--- config.mk ---
export PLATFORM = sky130hd
export DESIGN_NAME = flash_self_program_sequencer
export DESIGN_NICKNAME = d
export VERILOG_FILES = /design/src/logic/flash_seq_pkg.sv /design/src/logic/flash_self_program_sequencer.sv
export VERILOG_INCLUDE_DIRS = /design/src /design/src/logic
export SDC_FILE = /design/constraint.sdc
export NUM_CORES = 2
export LEC_CHECK = 0
export ABC_CLOCK_PERIOD_IN_PS = 44900
export BUFFER_PORTS_ARGS = -buffer_cell sky130_fd_sc_hd__buf_2
export CELL_PAD_IN_SITES_DETAIL_PLACEMENT = 0
export CELL_PAD_IN_SITES_GLOBAL_PLACEMENT = 1
export CORE_MARGIN = 3
export CORE_UTILIZATION = 51
export DETAILED_ROUTE_END_ITERATION = 8
export GPL_ROUTABILITY_DRIVEN = 0
export PLACE_DENSITY = 0.77
export SYNTH_ARGS = -nofsm -noshare
export SYNTH_HDL_FRONTEND = slang
export SYNTH_SLANG_ARGS = --single-unit
export TNS_END_PERCENT = 50
--- constraint.sdc ---
create_clock -name i_clk -period 44.9 [get_ports i_clk]
set_clock_uncertainty 0.2 [all_clocks]
set_input_delay 2.245 -clock i_clk [delete_from_list [all_inputs] [get_ports i_clk]]
set_output_delay 2.245 -clock i_clk [all_outputs]
set_load 0.02 [all_outputs]
--- src/logic/flash_seq_defines.svh ---
// Purpose: Named constants for the flash self-programming sequencer
// Assumes: Seven-bit command codes, 16-bit byte pointer
// Notes:   Included by the sequencer only, not by the package
`ifndef FLASH_SEQ_DEFINES_SVH
`define FLASH_SEQ_DEFINES_SVH

`define CMD_W              7
`define CMD_NOP            7'h00
`define CMD_READ_USER_SIG  7'h01
`define CMD_READ_CALIB     7'h02
`define CMD_READ_FUSES     7'h07
`define CMD_WRITE_LOCK     7'h08
`define CMD_ERASE_USER_SIG 7'h18
`define CMD_WRITE_USER_SIG 7'h1A
`define CMD_ERASE_APP      7'h20
`define CMD_ERASE_APP_PG   7'h22
`define CMD_LOAD_FBUF      7'h23
`define CMD_WRITE_APP_PG   7'h24
`define CMD_ERWR_APP_PG    7'h25
`define CMD_ERASE_FBUF     7'h26
`define CMD_ERASE_BOOT_PG  7'h2A
`define CMD_ERASE_FL_PG    7'h2B
`define CMD_WRITE_BOOT_PG  7'h2C
`define CMD_ERWR_BOOT_PG   7'h2D
`define CMD_WRITE_FL_PG    7'h2E
`define CMD_ERWR_FL_PG     7'h2F

`define PTR_W              16
`define WORD_LSB           1
`define ERASED_WORD        16'hFFFF
`define LOCK_RESET         8'hFF

`endif

--- src/logic/flash_seq_pkg.sv ---
// Purpose: Types shared by the flash self-programming sequencer
// Assumes: Constants come from flash_seq_defines.svh
// Notes:   States carry no explicit codes
package flash_seq_pkg;

  typedef enum logic [2:0]
  {
    S_IDLE,
    S_ERASE,
    S_PROG,
    S_CLEAR,
    S_FUSE,
    S_LOCK
  } seq_state_t;

  typedef logic [6:0] cmd_t;

endpackage

--- src/logic/flash_self_program_sequencer.sv ---
// Purpose: Command sequencer for flash self-programming, rows, fuses, locks
// Assumes: Triggers are one-cycle pulses from core logic on i_clk
// Notes:   Flash array, rows and fuses sit outside; page buffer is here
`timescale 1ns/10ps
`include "flash_seq_defines.svh"

module flash_self_program_sequencer
#(
  parameter int WORD_BITS    = 6,
  parameter int BOOT_PAGE    = 480,
  parameter int ERASE_CYCLES = 16,
  parameter int CNT_W        = 16
)
(
  input  wire logic                         i_clk,
  input  wire logic                         i_rstn,
  input  wire flash_seq_pkg::cmd_t          i_cmd,
  input  wire logic                         i_command_execute_bit,
  input  wire logic                         i_store_program_memory_instr,
  input  wire logic                         i_load_program_memory_instr,
  input  wire logic                         i_change_protection_sequence,
  input  wire logic [`PTR_W-1:0]            i_pointer,
  input  wire logic [15:0]                  i_data_word_register_pair,
  input  wire logic [7:0]                   i_data_byte_zero_reg,
  input  wire logic [7:0]                   i_fuse_addr,
  input  wire logic [7:0]                   i_row_rdata,
  input  wire logic [7:0]                   i_fuse_rdata,
  output logic                              o_busy,
  output logic                              o_flash_section_busy_flag,
  output logic                              o_app_blocked,
  output logic                              o_cpu_halt,
  output logic                              o_abort,
  output logic                              o_erase_req,
  output logic                              o_erase_all_app,
  output logic                              o_erase_sig,
  output logic                              o_prog_we,
  output logic                              o_prog_sig,
  output logic [`PTR_W-WORD_BITS-2:0]       o_page,
  output logic [WORD_BITS-1:0]              o_prog_word,
  output logic [15:0]                       o_prog_data,
  output logic                              o_row_rd,
  output logic                              o_row_cal,
  output logic [`PTR_W-1:0]                 o_row_addr,
  output logic [7:0]                        o_row_data,
  output logic                              o_row_valid,
  output logic                              o_fuse_rd,
  output logic [7:0]                        o_fuse_addr,
  output logic [7:0]                        o_data_byte_zero_reg,
  output logic [7:0]                        o_lock_bits,
  output logic                              o_eeprom_buf_erase
);
  import flash_seq_pkg::*;

  localparam int PAGE_WORDS = 1 << WORD_BITS;
  localparam int PG_W       = `PTR_W - WORD_BITS - 1;
  localparam int PG_LSB     = WORD_BITS + `WORD_LSB;

  ////////////////////////////////////////////////////////////////////////
  // Reset release
  logic [1:0] rst_sync;
  logic       rstn;

  always_ff @(posedge i_clk or negedge i_rstn)
  begin
    if (!i_rstn)
      rst_sync <= 2'h0;
    else
      rst_sync <= {rst_sync[0], 1'b1};
  end
  assign rstn = rst_sync[1];

  ////////////////////////////////////////////////////////////////////////
  // Decode
  logic [PG_W-1:0]      ptr_page;
  logic [WORD_BITS-1:0] ptr_word;
  logic                 in_app;
  logic                 idle;
  logic                 spm_ok;
  logic                 cex_ok;

  // Page bits only
  // pointer page bits
  assign ptr_page = i_pointer[`PTR_W-1:PG_LSB];
  assign ptr_word = i_pointer[PG_LSB-1:`WORD_LSB];
  assign in_app   = ptr_page < PG_W'(BOOT_PAGE);

  seq_state_t state;
  assign idle   = (state == S_IDLE);
  assign spm_ok = idle && i_store_program_memory_instr
                  && i_change_protection_sequence;
  assign cex_ok = idle && i_command_execute_bit
                  && i_change_protection_sequence;

  ////////////////////////////////////////////////////////////////////////
  // Page buffer
  logic [15:0]          pbuf [PAGE_WORDS];
  logic                 buf_we;
  logic [WORD_BITS-1:0] buf_idx;
  logic [15:0]          buf_wdata;

  always_ff @(posedge i_clk or negedge rstn)
  begin
    if (!rstn)
    begin
      for (int w = 0; w < PAGE_WORDS; w++)
        pbuf[w] <= `ERASED_WORD;
    end
    else if (buf_we)
      pbuf[buf_idx] <= buf_wdata;
  end

  ////////////////////////////////////////////////////////////////////////
  // Sequencer
  seq_state_t       next_state;
  logic [CNT_W-1:0] cnt;
  logic [CNT_W-1:0] next_cnt;
  logic [PG_W-1:0]  next_page;
  logic             prog_after, next_prog_after;
  logic             sig_op, next_sig_op;
  logic             halt_prog, next_halt_prog;
  logic             next_busy, next_flash_section_busy_flag, next_halt, next_abort;
  logic             next_erase_req, next_erase_all, next_erase_sig;
  logic             next_prog_we, next_prog_sig;
  logic [WORD_BITS-1:0] next_prog_word;
  logic [15:0]      next_prog_data;
  logic             next_row_rd, next_row_cal, next_row_valid;
  logic [`PTR_W-1:0] next_row_addr;
  logic [7:0]       next_row_data;
  logic             next_fuse_rd, fuse_pend, next_fuse_pend;
  logic [7:0]       next_fuse_addr, next_dbz, next_lock;
  logic             next_ee_erase;

  always_comb
  begin
    next_state      = state;
    next_cnt        = cnt;
    next_page       = o_page;
    next_prog_after = prog_after;
    next_sig_op     = sig_op;
    next_halt_prog  = halt_prog;
    next_abort      = 1'b0;
    next_erase_req  = 1'b0;
    next_erase_all  = 1'b0;
    next_erase_sig  = 1'b0;
    next_prog_we    = 1'b0;
    next_prog_sig   = o_prog_sig;
    next_prog_word  = o_prog_word;
    next_prog_data  = o_prog_data;
    next_row_rd     = 1'b0;
    next_row_cal    = o_row_cal;
    next_row_addr   = o_row_addr;
    next_row_valid  = o_row_rd;
    next_row_data   = o_row_rd ? i_row_rdata : o_row_data;
    next_fuse_rd    = 1'b0;
    next_fuse_pend  = 1'b0;
    next_fuse_addr  = o_fuse_addr;
    next_dbz        = o_data_byte_zero_reg;
    next_lock       = o_lock_bits;
    next_ee_erase   = 1'b0;
    next_halt       = o_cpu_halt;
    buf_we          = 1'b0;
    buf_idx         = ptr_word;
    buf_wdata       = i_data_word_register_pair;
    case (state)
      S_IDLE:
      begin
        next_halt = 1'b0;
        if (i_store_program_memory_instr && i_cmd == `CMD_LOAD_FBUF)
          buf_we = 1'b1;
        if (i_load_program_memory_instr
            && (i_cmd == `CMD_READ_USER_SIG || i_cmd == `CMD_READ_CALIB))
        begin
          next_row_rd   = 1'b1;
          next_row_cal  = (i_cmd == `CMD_READ_CALIB);
          next_row_addr = i_pointer;
        end
        next_page       = ptr_page;
        next_sig_op     = 1'b0;
        next_prog_after = 1'b0;
        next_halt_prog  = 1'b0;
        next_cnt        = '0;
        if (spm_ok)
        begin
          case (i_cmd)
            `CMD_ERASE_APP:
            if (in_app)
            begin
              next_state     = S_ERASE;
              next_erase_req = 1'b1;
              next_erase_all = 1'b1;
              next_halt      = 1'b1;
            end
            else
              next_abort = 1'b1;
            `CMD_ERASE_FL_PG, `CMD_WRITE_FL_PG, `CMD_ERWR_FL_PG,
            `CMD_ERASE_APP_PG, `CMD_WRITE_APP_PG, `CMD_ERWR_APP_PG,
            `CMD_ERASE_BOOT_PG, `CMD_WRITE_BOOT_PG, `CMD_ERWR_BOOT_PG:
            if ((!in_app && (i_cmd == `CMD_ERASE_APP_PG
                 || i_cmd == `CMD_WRITE_APP_PG
                 || i_cmd == `CMD_ERWR_APP_PG))
                || (in_app && (i_cmd == `CMD_ERASE_BOOT_PG
                 || i_cmd == `CMD_WRITE_BOOT_PG
                 || i_cmd == `CMD_ERWR_BOOT_PG)))
              next_abort = 1'b1;
            else if (i_cmd == `CMD_WRITE_FL_PG
                     || i_cmd == `CMD_WRITE_APP_PG
                     || i_cmd == `CMD_WRITE_BOOT_PG)
            begin
              next_state     = S_PROG;
              next_halt      = !in_app;
              next_halt_prog = !in_app;
            end
            else
            begin
              next_state      = S_ERASE;
              next_erase_req  = 1'b1;
              next_halt       = !in_app;
              next_halt_prog  = !in_app;
              next_prog_after = (i_cmd == `CMD_ERWR_FL_PG
                                 || i_cmd == `CMD_ERWR_APP_PG
                                 || i_cmd == `CMD_ERWR_BOOT_PG);
            end
            `CMD_ERASE_USER_SIG:
            begin
              next_state     = S_ERASE;
              next_erase_req = 1'b1;
              next_erase_sig = 1'b1;
              next_sig_op    = 1'b1;
              next_halt      = 1'b1;
            end
            `CMD_WRITE_USER_SIG:
            begin
              next_state     = S_PROG;
              next_sig_op    = 1'b1;
              next_halt      = 1'b1;
              next_halt_prog = 1'b1;
            end
            default:
              next_state = S_IDLE;
          endcase
        end
        else if (cex_ok)
        begin
          case (i_cmd)
            `CMD_ERASE_FBUF:
              next_state = S_CLEAR;
            `CMD_READ_FUSES:
            begin
              next_state     = S_FUSE;
              next_fuse_rd   = 1'b1;
              next_fuse_addr = i_fuse_addr;
              next_halt      = 1'b1;
            end
            `CMD_WRITE_LOCK:
            begin
              next_state = S_LOCK;
              next_halt  = 1'b1;
            end
            default:
              next_state = S_IDLE;
          endcase
        end
      end
      S_ERASE:
      begin
        next_cnt = cnt + 1'b1;
        if (cnt == CNT_W'(ERASE_CYCLES - 1))
        begin
          next_cnt   = '0;
          next_state = next_prog_after ? S_PROG : S_IDLE;
          next_halt  = prog_after && halt_prog;
        end
      end
      S_PROG:
      begin
        // Extra cycle keeps busy over the last word strobe
        if (cnt == CNT_W'(PAGE_WORDS))
        begin
          next_cnt   = '0;
          next_state = sig_op ? S_CLEAR : S_IDLE;
          next_halt  = 1'b0;
        end
        else
        begin
          next_prog_we   = 1'b1;
          next_prog_sig  = sig_op;
          next_prog_word = cnt[WORD_BITS-1:0];
          next_prog_data = pbuf[cnt[WORD_BITS-1:0]];
          next_cnt       = cnt + 1'b1;
        end
      end
      S_CLEAR:
      begin
        buf_we    = 1'b1;
        buf_idx   = cnt[WORD_BITS-1:0];
        buf_wdata = `ERASED_WORD;
        next_cnt  = cnt + 1'b1;
        if (cnt == CNT_W'(PAGE_WORDS - 1))
        begin
          next_cnt   = '0;
          next_state = S_IDLE;
          next_halt  = 1'b0;
        end
      end
      S_FUSE:
      begin
        next_fuse_pend = 1'b1;
        if (fuse_pend)
        begin
          next_dbz       = i_fuse_rdata;
          next_fuse_pend = 1'b0;
          next_state     = S_IDLE;
          next_halt      = 1'b0;
        end
      end
      S_LOCK:
      begin
        next_lock     = o_lock_bits & i_data_byte_zero_reg;
        next_ee_erase = 1'b1;
        next_state    = S_CLEAR;
      end
      default:
        next_state = S_IDLE;
    endcase
    next_busy  = (next_state != S_IDLE);
    next_flash_section_busy_flag = next_busy && !next_sig_op
                 && (next_state == S_ERASE || next_state == S_PROG);
  end

  always_ff @(posedge i_clk or negedge rstn)
  begin
    if (!rstn)
    begin
      state                     <= S_IDLE;
      cnt                       <= '0;
      prog_after                <= 1'b0;
      sig_op                    <= 1'b0;
      halt_prog                 <= 1'b0;
      fuse_pend                 <= 1'b0;
      o_busy                    <= 1'b0;
      o_flash_section_busy_flag <= 1'b0;
      o_app_blocked             <= 1'b0;
      o_cpu_halt                <= 1'b0;
      o_abort                   <= 1'b0;
      o_erase_req               <= 1'b0;
      o_erase_all_app           <= 1'b0;
      o_erase_sig               <= 1'b0;
      o_prog_we                 <= 1'b0;
      o_prog_sig                <= 1'b0;
      o_page                    <= '0;
      o_prog_word               <= '0;
      o_prog_data               <= `ERASED_WORD;
      o_row_rd                  <= 1'b0;
      o_row_cal                 <= 1'b0;
      o_row_addr                <= '0;
      o_row_data                <= 8'h00;
      o_row_valid               <= 1'b0;
      o_fuse_rd                 <= 1'b0;
      o_fuse_addr               <= 8'h00;
      o_data_byte_zero_reg      <= 8'h00;
      o_lock_bits               <= `LOCK_RESET;
      o_eeprom_buf_erase        <= 1'b0;
    end
    else
    begin
      state                     <= next_state;
      cnt                       <= next_cnt;
      prog_after                <= next_prog_after;
      sig_op                    <= next_sig_op;
      halt_prog                 <= next_halt_prog;
      fuse_pend                 <= next_fuse_pend;
      o_busy                    <= next_busy;
      o_flash_section_busy_flag <= next_flash_section_busy_flag;
      o_app_blocked             <= next_flash_section_busy_flag;
      o_cpu_halt                <= next_halt;
      o_abort                   <= next_abort;
      o_erase_req               <= next_erase_req;
      o_erase_all_app           <= next_erase_all;
      o_erase_sig               <= next_erase_sig;
      o_prog_we                 <= next_prog_we;
      o_prog_sig                <= next_prog_sig;
      o_page                    <= next_page;
      o_prog_word               <= next_prog_word;
      o_prog_data               <= next_prog_data;
      o_row_rd                  <= next_row_rd;
      o_row_cal                 <= next_row_cal;
      o_row_addr                <= next_row_addr;
      o_row_data                <= next_row_data;
      o_row_valid               <= next_row_valid;
      o_fuse_rd                 <= next_fuse_rd;
      o_fuse_addr               <= next_fuse_addr;
      o_data_byte_zero_reg      <= next_dbz;
      o_lock_bits               <= next_lock;
      o_eeprom_buf_erase        <= next_ee_erase;
    end
  end

endmodule

### After elaboration in Yosys (flattened, before gate mapping)

Cells that the tools add are included.

* bits in registers: 1142
* output and inout port bits: 94

* add/subtract/negate cells: 1
* $lt $le $gt $ge: 4
* equality and inequality tests: 32
* multiplexer cells: 75
* bitwise operators: 5
* reductions and logical operators: 37

Operators by type and width (count)
* bitwise mux 1024 bit: 1
* two-way mux 16 bit: 7
* binary-select mux 16 bit (select 6 bit): 1
* demux 16 bit (select 6 bit): 1
* equality test 7 x 6 -> 1 bit, second input constant: 12
* case mux 16 bit (4 select lines): 1
* two-way mux 1 bit: 43
* two-way mux 3 bit: 8
* case mux 3 bit (6 select lines): 1
* adder 16 x 1 -> 16 bit, second input constant: 1
* equality test 16 x 4 -> 1 bit, second input constant: 1
* equality test 16 x 6 -> 1 bit, second input constant: 1
* equality test 16 x 7 -> 1 bit, second input constant: 1
* equality test 7 x 5 -> 1 bit, second input constant: 2
* >= comparator 7 bit, second input constant: 2
* inverter 6 -> 7 bit: 2
* logical AND 1 bit: 12
* case mux 3 bit (4 select lines): 1
* logical OR 1 bit: 11
* equality test 3 x 2 -> 1 bit, second input constant: 3
* less-than comparator 9 bit, second input constant: 1
* case mux 3 bit (3 select lines): 1
* OR reduction 9 bit: 1
* AND 8 bit: 1
* other kinds (23): 38

### Depth between registers and ports, before layout

* word-level depth: 12
* mapped depth: 14
* depth with buffers taken out: 7

### Worst setup path before layout

No wires, ideal clock.

* path kind: input-to-reg
* start point: input i_cmd[6]
* end point: register pbuf[422] in the netlist's numbering
* setup time: 0.093 ns
* arrival: 3.803 ns
* slack: 40.804 ns
* stages on the path: 7
* path through: nor3b_2 -> a41o_1 -> nand2_1 -> buf_2 -> nor3_2 -> clkbuf_1 -> a21oi_1

* word-level cells in the longest chain between the ends: 4

RTL lines
* start: declaration: RTL line flash_self_program_sequencer.sv:17 `input wire flash_seq_pkg::cmd_t i_cmd,`
* equality test 7 x 6 -> 1 bit (no source line)
* logical AND 1 bit (no source line)
* two-way mux 1 bit: RTL line flash_self_program_sequencer.sv:168 `` if (i_store_program_memory_instr && i_cmd == `CMD_LOAD_FBUF) ``
* case mux 1 bit (2 select lines): RTL line flash_self_program_sequencer.sv:164 `case (state)`
* end signal: indexed assignment: RTL line flash_self_program_sequencer.sv:106 `` pbuf[w] <= `ERASED_WORD; ``
* end signal: indexed assignment: RTL line flash_self_program_sequencer.sv:109 `pbuf[buf_idx] <= buf_wdata;`
* end: declaration: RTL line flash_self_program_sequencer.sv:96 `logic [15:0] pbuf [PAGE_WORDS];`

No other way between the ends.
A chain may end at the register's enable or synchronous reset.

### Final worst setup path

* start point: input i_cmd[6]
* end point: register pbuf[512] in the netlist's numbering

Same word-level chain as after synthesis.

==> impl_metrics.json <==
{
  "status": "complete, no violations",
  "fin_nets": 4588,
  "cp-end-kind": "flop",
  "num_rows": 115,
  "cts_resized": 0,
  "clk_pin_slew_ns": 0.06,
  "cts_sinks": 1142,
  "p_seq_share_pct": 44.5,
  "drive_gt1_share_pct": 41.7,
  "grt_remaining_overflow": 0,
  "fin_ws_ns": 39.56,
  "cts_setup_buffers": 0,
  "grt_usage_pct": 26.7,
  "clockBufferDepth": 3,
  "ys_ff_latch": 1142,
  "cts_tree": "done",
  "grt_pass1_vias": 34500,
  "dp_slack_ns": 38.91,
  "wirelength_um": 137000,
  "synthArstFlopShare_pct": 100,
  "antenna_found_initial": 3,
  "rr_worst_depth": 7,
  "dp_hpwl_um": 81600,
  "power_per_cell_area_nw_per_um2": 54.5,
  "period_share_pct": 11.9,
  "tns_ns": 0,
  "worst_path_largest_cell_delay_ns": 1.08,
  "fill_cells": 8260,
  "intPower_w": 0.00219,
  "wl_per_cell_um": 23.2,
  "synth_edf_count": 0,
  "grt_max_degree": 182,
  "holdPathStages": 0,
  "hold_viol_final": 0,
  "avgSynthCellArea_um2": 11.3,
  "pwr-share-clk_pct": 33.1,
  "crit_required_ns": 45.27,
  "worst_slew_pin_slew_ns": 1.27,
  "ys_seq_area_share_pct": 58.2,
  "regMostFlops": "pbuf",
  "r2r_setup_slack_ns": 39.65,
  "vdd_drop_max_uv": 45.0,
  "power.share.switching_pct": 29.8,
  "final_core_utilization_pct": 57.7,
  "vias": 34400,
  "syn_area_um2": 51400,
  "largest_reg_flops": 1024,
  "pwr-share-comb_pct": 22.4,
  "cp_max_fo": 32,
  "grt_pass1_wl_um": 213000,
  "clk_latency_ns": 0.70,
  "viasPerCell": 5.84,
  "path_cells": "buf_2 -> nor3b_2 -> a41oi_1 -> nor2_2 -> nand3_1 -> o21ai_0",
  "root_buffer": "clkbuf_16",
  "drt_first_pass_iters": 5,
  "synth.yosys.warnings": 0,
  "drc": 0,
  "slew_headroom_pct": 15.4,
  "ys.flop_type": "dfstp_2",
  "start_util_pct": 51.8,
  "syn_nets": 4621,
  "worstPathArrival_ns": 5.71,
  "h-tree-depth": 3,
  "max_freq_ghz": 0.187,
  "syn_inst": 4542,
  "p_leak_nw": 21.8,
  "hold_buffers": 0,
  "io_pins": 171,
  "cts_made_buffers": 121,
  "drt_iter0_drc": 2710,
  "maxCapViolations": 0,
  "io_buffers": 170,
  "drtAntennaViolNets": 0,
  "fp.dieH_um": 323,
  "start_kind": "input pin",
  "period_needed_ns": 5.34,
  "synthToLayoutAreaGrowth_pct": 11.4,
  "yosysUniqueCellTypes": 75,
  "path_class": "input pin to flop",
  "hold_path_class": "flop to flop",
  "fp.dieArea_um2": 105000,
  "slew_violations": 0,
  "rsz0062_at_grt": "no",
  "cpMaxStageDelayCell": "nand3_1",
  "setup_viol": 0,
  "p_switching_w": 0.000930,
  "core_um2": 99100,
  "die_w_um": 323
}
through the flow:
stage / power [W] / instances / hold WS (ns) / cell area, um^2
after floorplan: 0.00188 / 4542 / 0.131 / 51400
after global placement: 0.00209 / 5673 / 0.133 / 53100
after detailed placement: 0.00210 / 5673 / 0.138 / 53100
after CTS: 0.00315 / 5896 / 0.160 / 57200
after global routing: 0.00327 / 5898 / 0.161 / 57200
final: 0.00312 / 5899 / 0.152 / 57200
path summary, 6_finish.rpt:
kind                                  startpoint                          to
min reg2reg                rst_sync[0]$_DFF_PN0_       rst_sync[1]$_DFF_PN0_
min in group asynchronous  rst_sync[1]$_DFF_PN0_          cnt[9]$_DFFE_PN0P_
max                                     i_cmd[6]       pbuf[512]$_DFFE_PN1P_
max in group asynchronous  rst_sync[1]$_DFF_PN0_       pbuf[281]$_DFFE_PN1P_
max reg2reg                   cnt[0]$_DFFE_PN0P_  o_prog_data[7]$_DFFE_PN1P_
min                        rst_sync[0]$_DFF_PN0_       rst_sync[1]$_DFF_PN0_
cell usage after synthesis (13+ instances only):
cell / number / area (um^2)
a32oi_1: 30 / 263
nor2_1: 553 / 2080
nor3_2: 30 / 300
mux2_2: 49 / 552
mux2i_1: 54 / 541
clkbuf_1: 239 / 897
buf_1: 14 / 52.6
buf_4: 17 / 128
dfrtp_1: 94 / 2350
a31oi_1: 19 / 119
nand2_1: 640 / 2400
o21ai_0: 505 / 2530
mux4_2: 274 / 6170
and3_1: 13 / 81.3
nor3_1: 14 / 70.1
and2_1: 14 / 87.6
buf_2: 149 / 746
o21ai_1: 55 / 275
dfstp_2: 1048 / 27500
a21oi_1: 525 / 2630
nand3_1: 38 / 190
a211oi_1: 18 / 135
metal layers:
metal,part of all wire [%],global-route usage (%)
met2,48,43.2
met3,5.1,4.01
met5,0,0
met4,2.9,7.96
met1,44,37.8
final cells by class:
class / instances / area [um^2] / share of cell area [%]
Antenna cell: 3 / 7.51 / 0.0131
Tap cell: 1287 / 1610 / 2.81
Clock buffer: 182 / 3670 / 6.42
Sequential cell: 1142 / 29900 / 52.3
Clock inverter: 41 / 477 / 0.833
Timing Repair Buffer: 265 / 1610 / 2.82
Inverter: 9 / 35.0 / 0.0612
Multi-Input combinational cell: 2970 / 19900 / 34.8
placed cells by master, fill, tap and decap left out, types with 14 or more instances in the layout:
cell type | synthesis | layout
a211oi_1 | 18 | 18
mux4_2 | 274 | 274
nor3_1 | 14 | 14
nand2_1 | 640 | 640
clkbuf_1 | 239 | 25
nor2_4 | 0 | 16
clkbuf_8 | 0 | 31
o21ai_0 | 505 | 505
o21ai_1 | 55 | 54
nor3_4 | 1 | 29
and2_1 | 14 | 14
nand3_1 | 38 | 38
a31oi_1 | 19 | 19
clkinv_2 | 0 | 27
dfstp_2 | 1048 | 1048
dfrtp_1 | 94 | 88
a21oi_1 | 525 | 525
nor2_1 | 553 | 536
buf_4 | 17 | 91
a32oi_1 | 30 | 30
mux2_2 | 49 | 49
clkbuf_16 | 0 | 126
buf_2 | 149 | 170
mux2i_1 | 54 | 54
kinds of logic (layout without fill, tap and decap cells):
family / after synthesis / after routing / synth area share [%]
simple gates: 1374 / 1374 / 11.2
compound gates: 1210 / 1210 / 12.6
flops: 1142 / 1142 / 58.2
buf+inv: 430 / 497 / 3.65
mux: 379 / 379 / 14.2
xor+xnor: 4 / 4 / 0.0682
fa+ha+maj: 2 / 2 / 0.0487
other cells: 1 / 4 / 0.00730
critical path, delay by kind of cell:
kind | cells | cell delay, ns
AO/OA/AOI/OAI | 2 | 0.90
buffers and inverters | 1 | 0.14
AND/OR/NAND/NOR | 3 | 2.41
power groups by stage:
stage	clock [W]	combinational, W	sequential [W]
6_report	0.00103	0.000697	0.00139
5_1_grt	0.00110	0.000760	0.00141
4_1_cts	0.00105	0.000705	0.00139
3_5_place_dp	0	0.000703	0.00140
3_3_place_gp	0	0.000692	0.00140
2_1_floorplan	0	0.000513	0.00137
No activity file was read; power rests on OpenSTA's default activity.
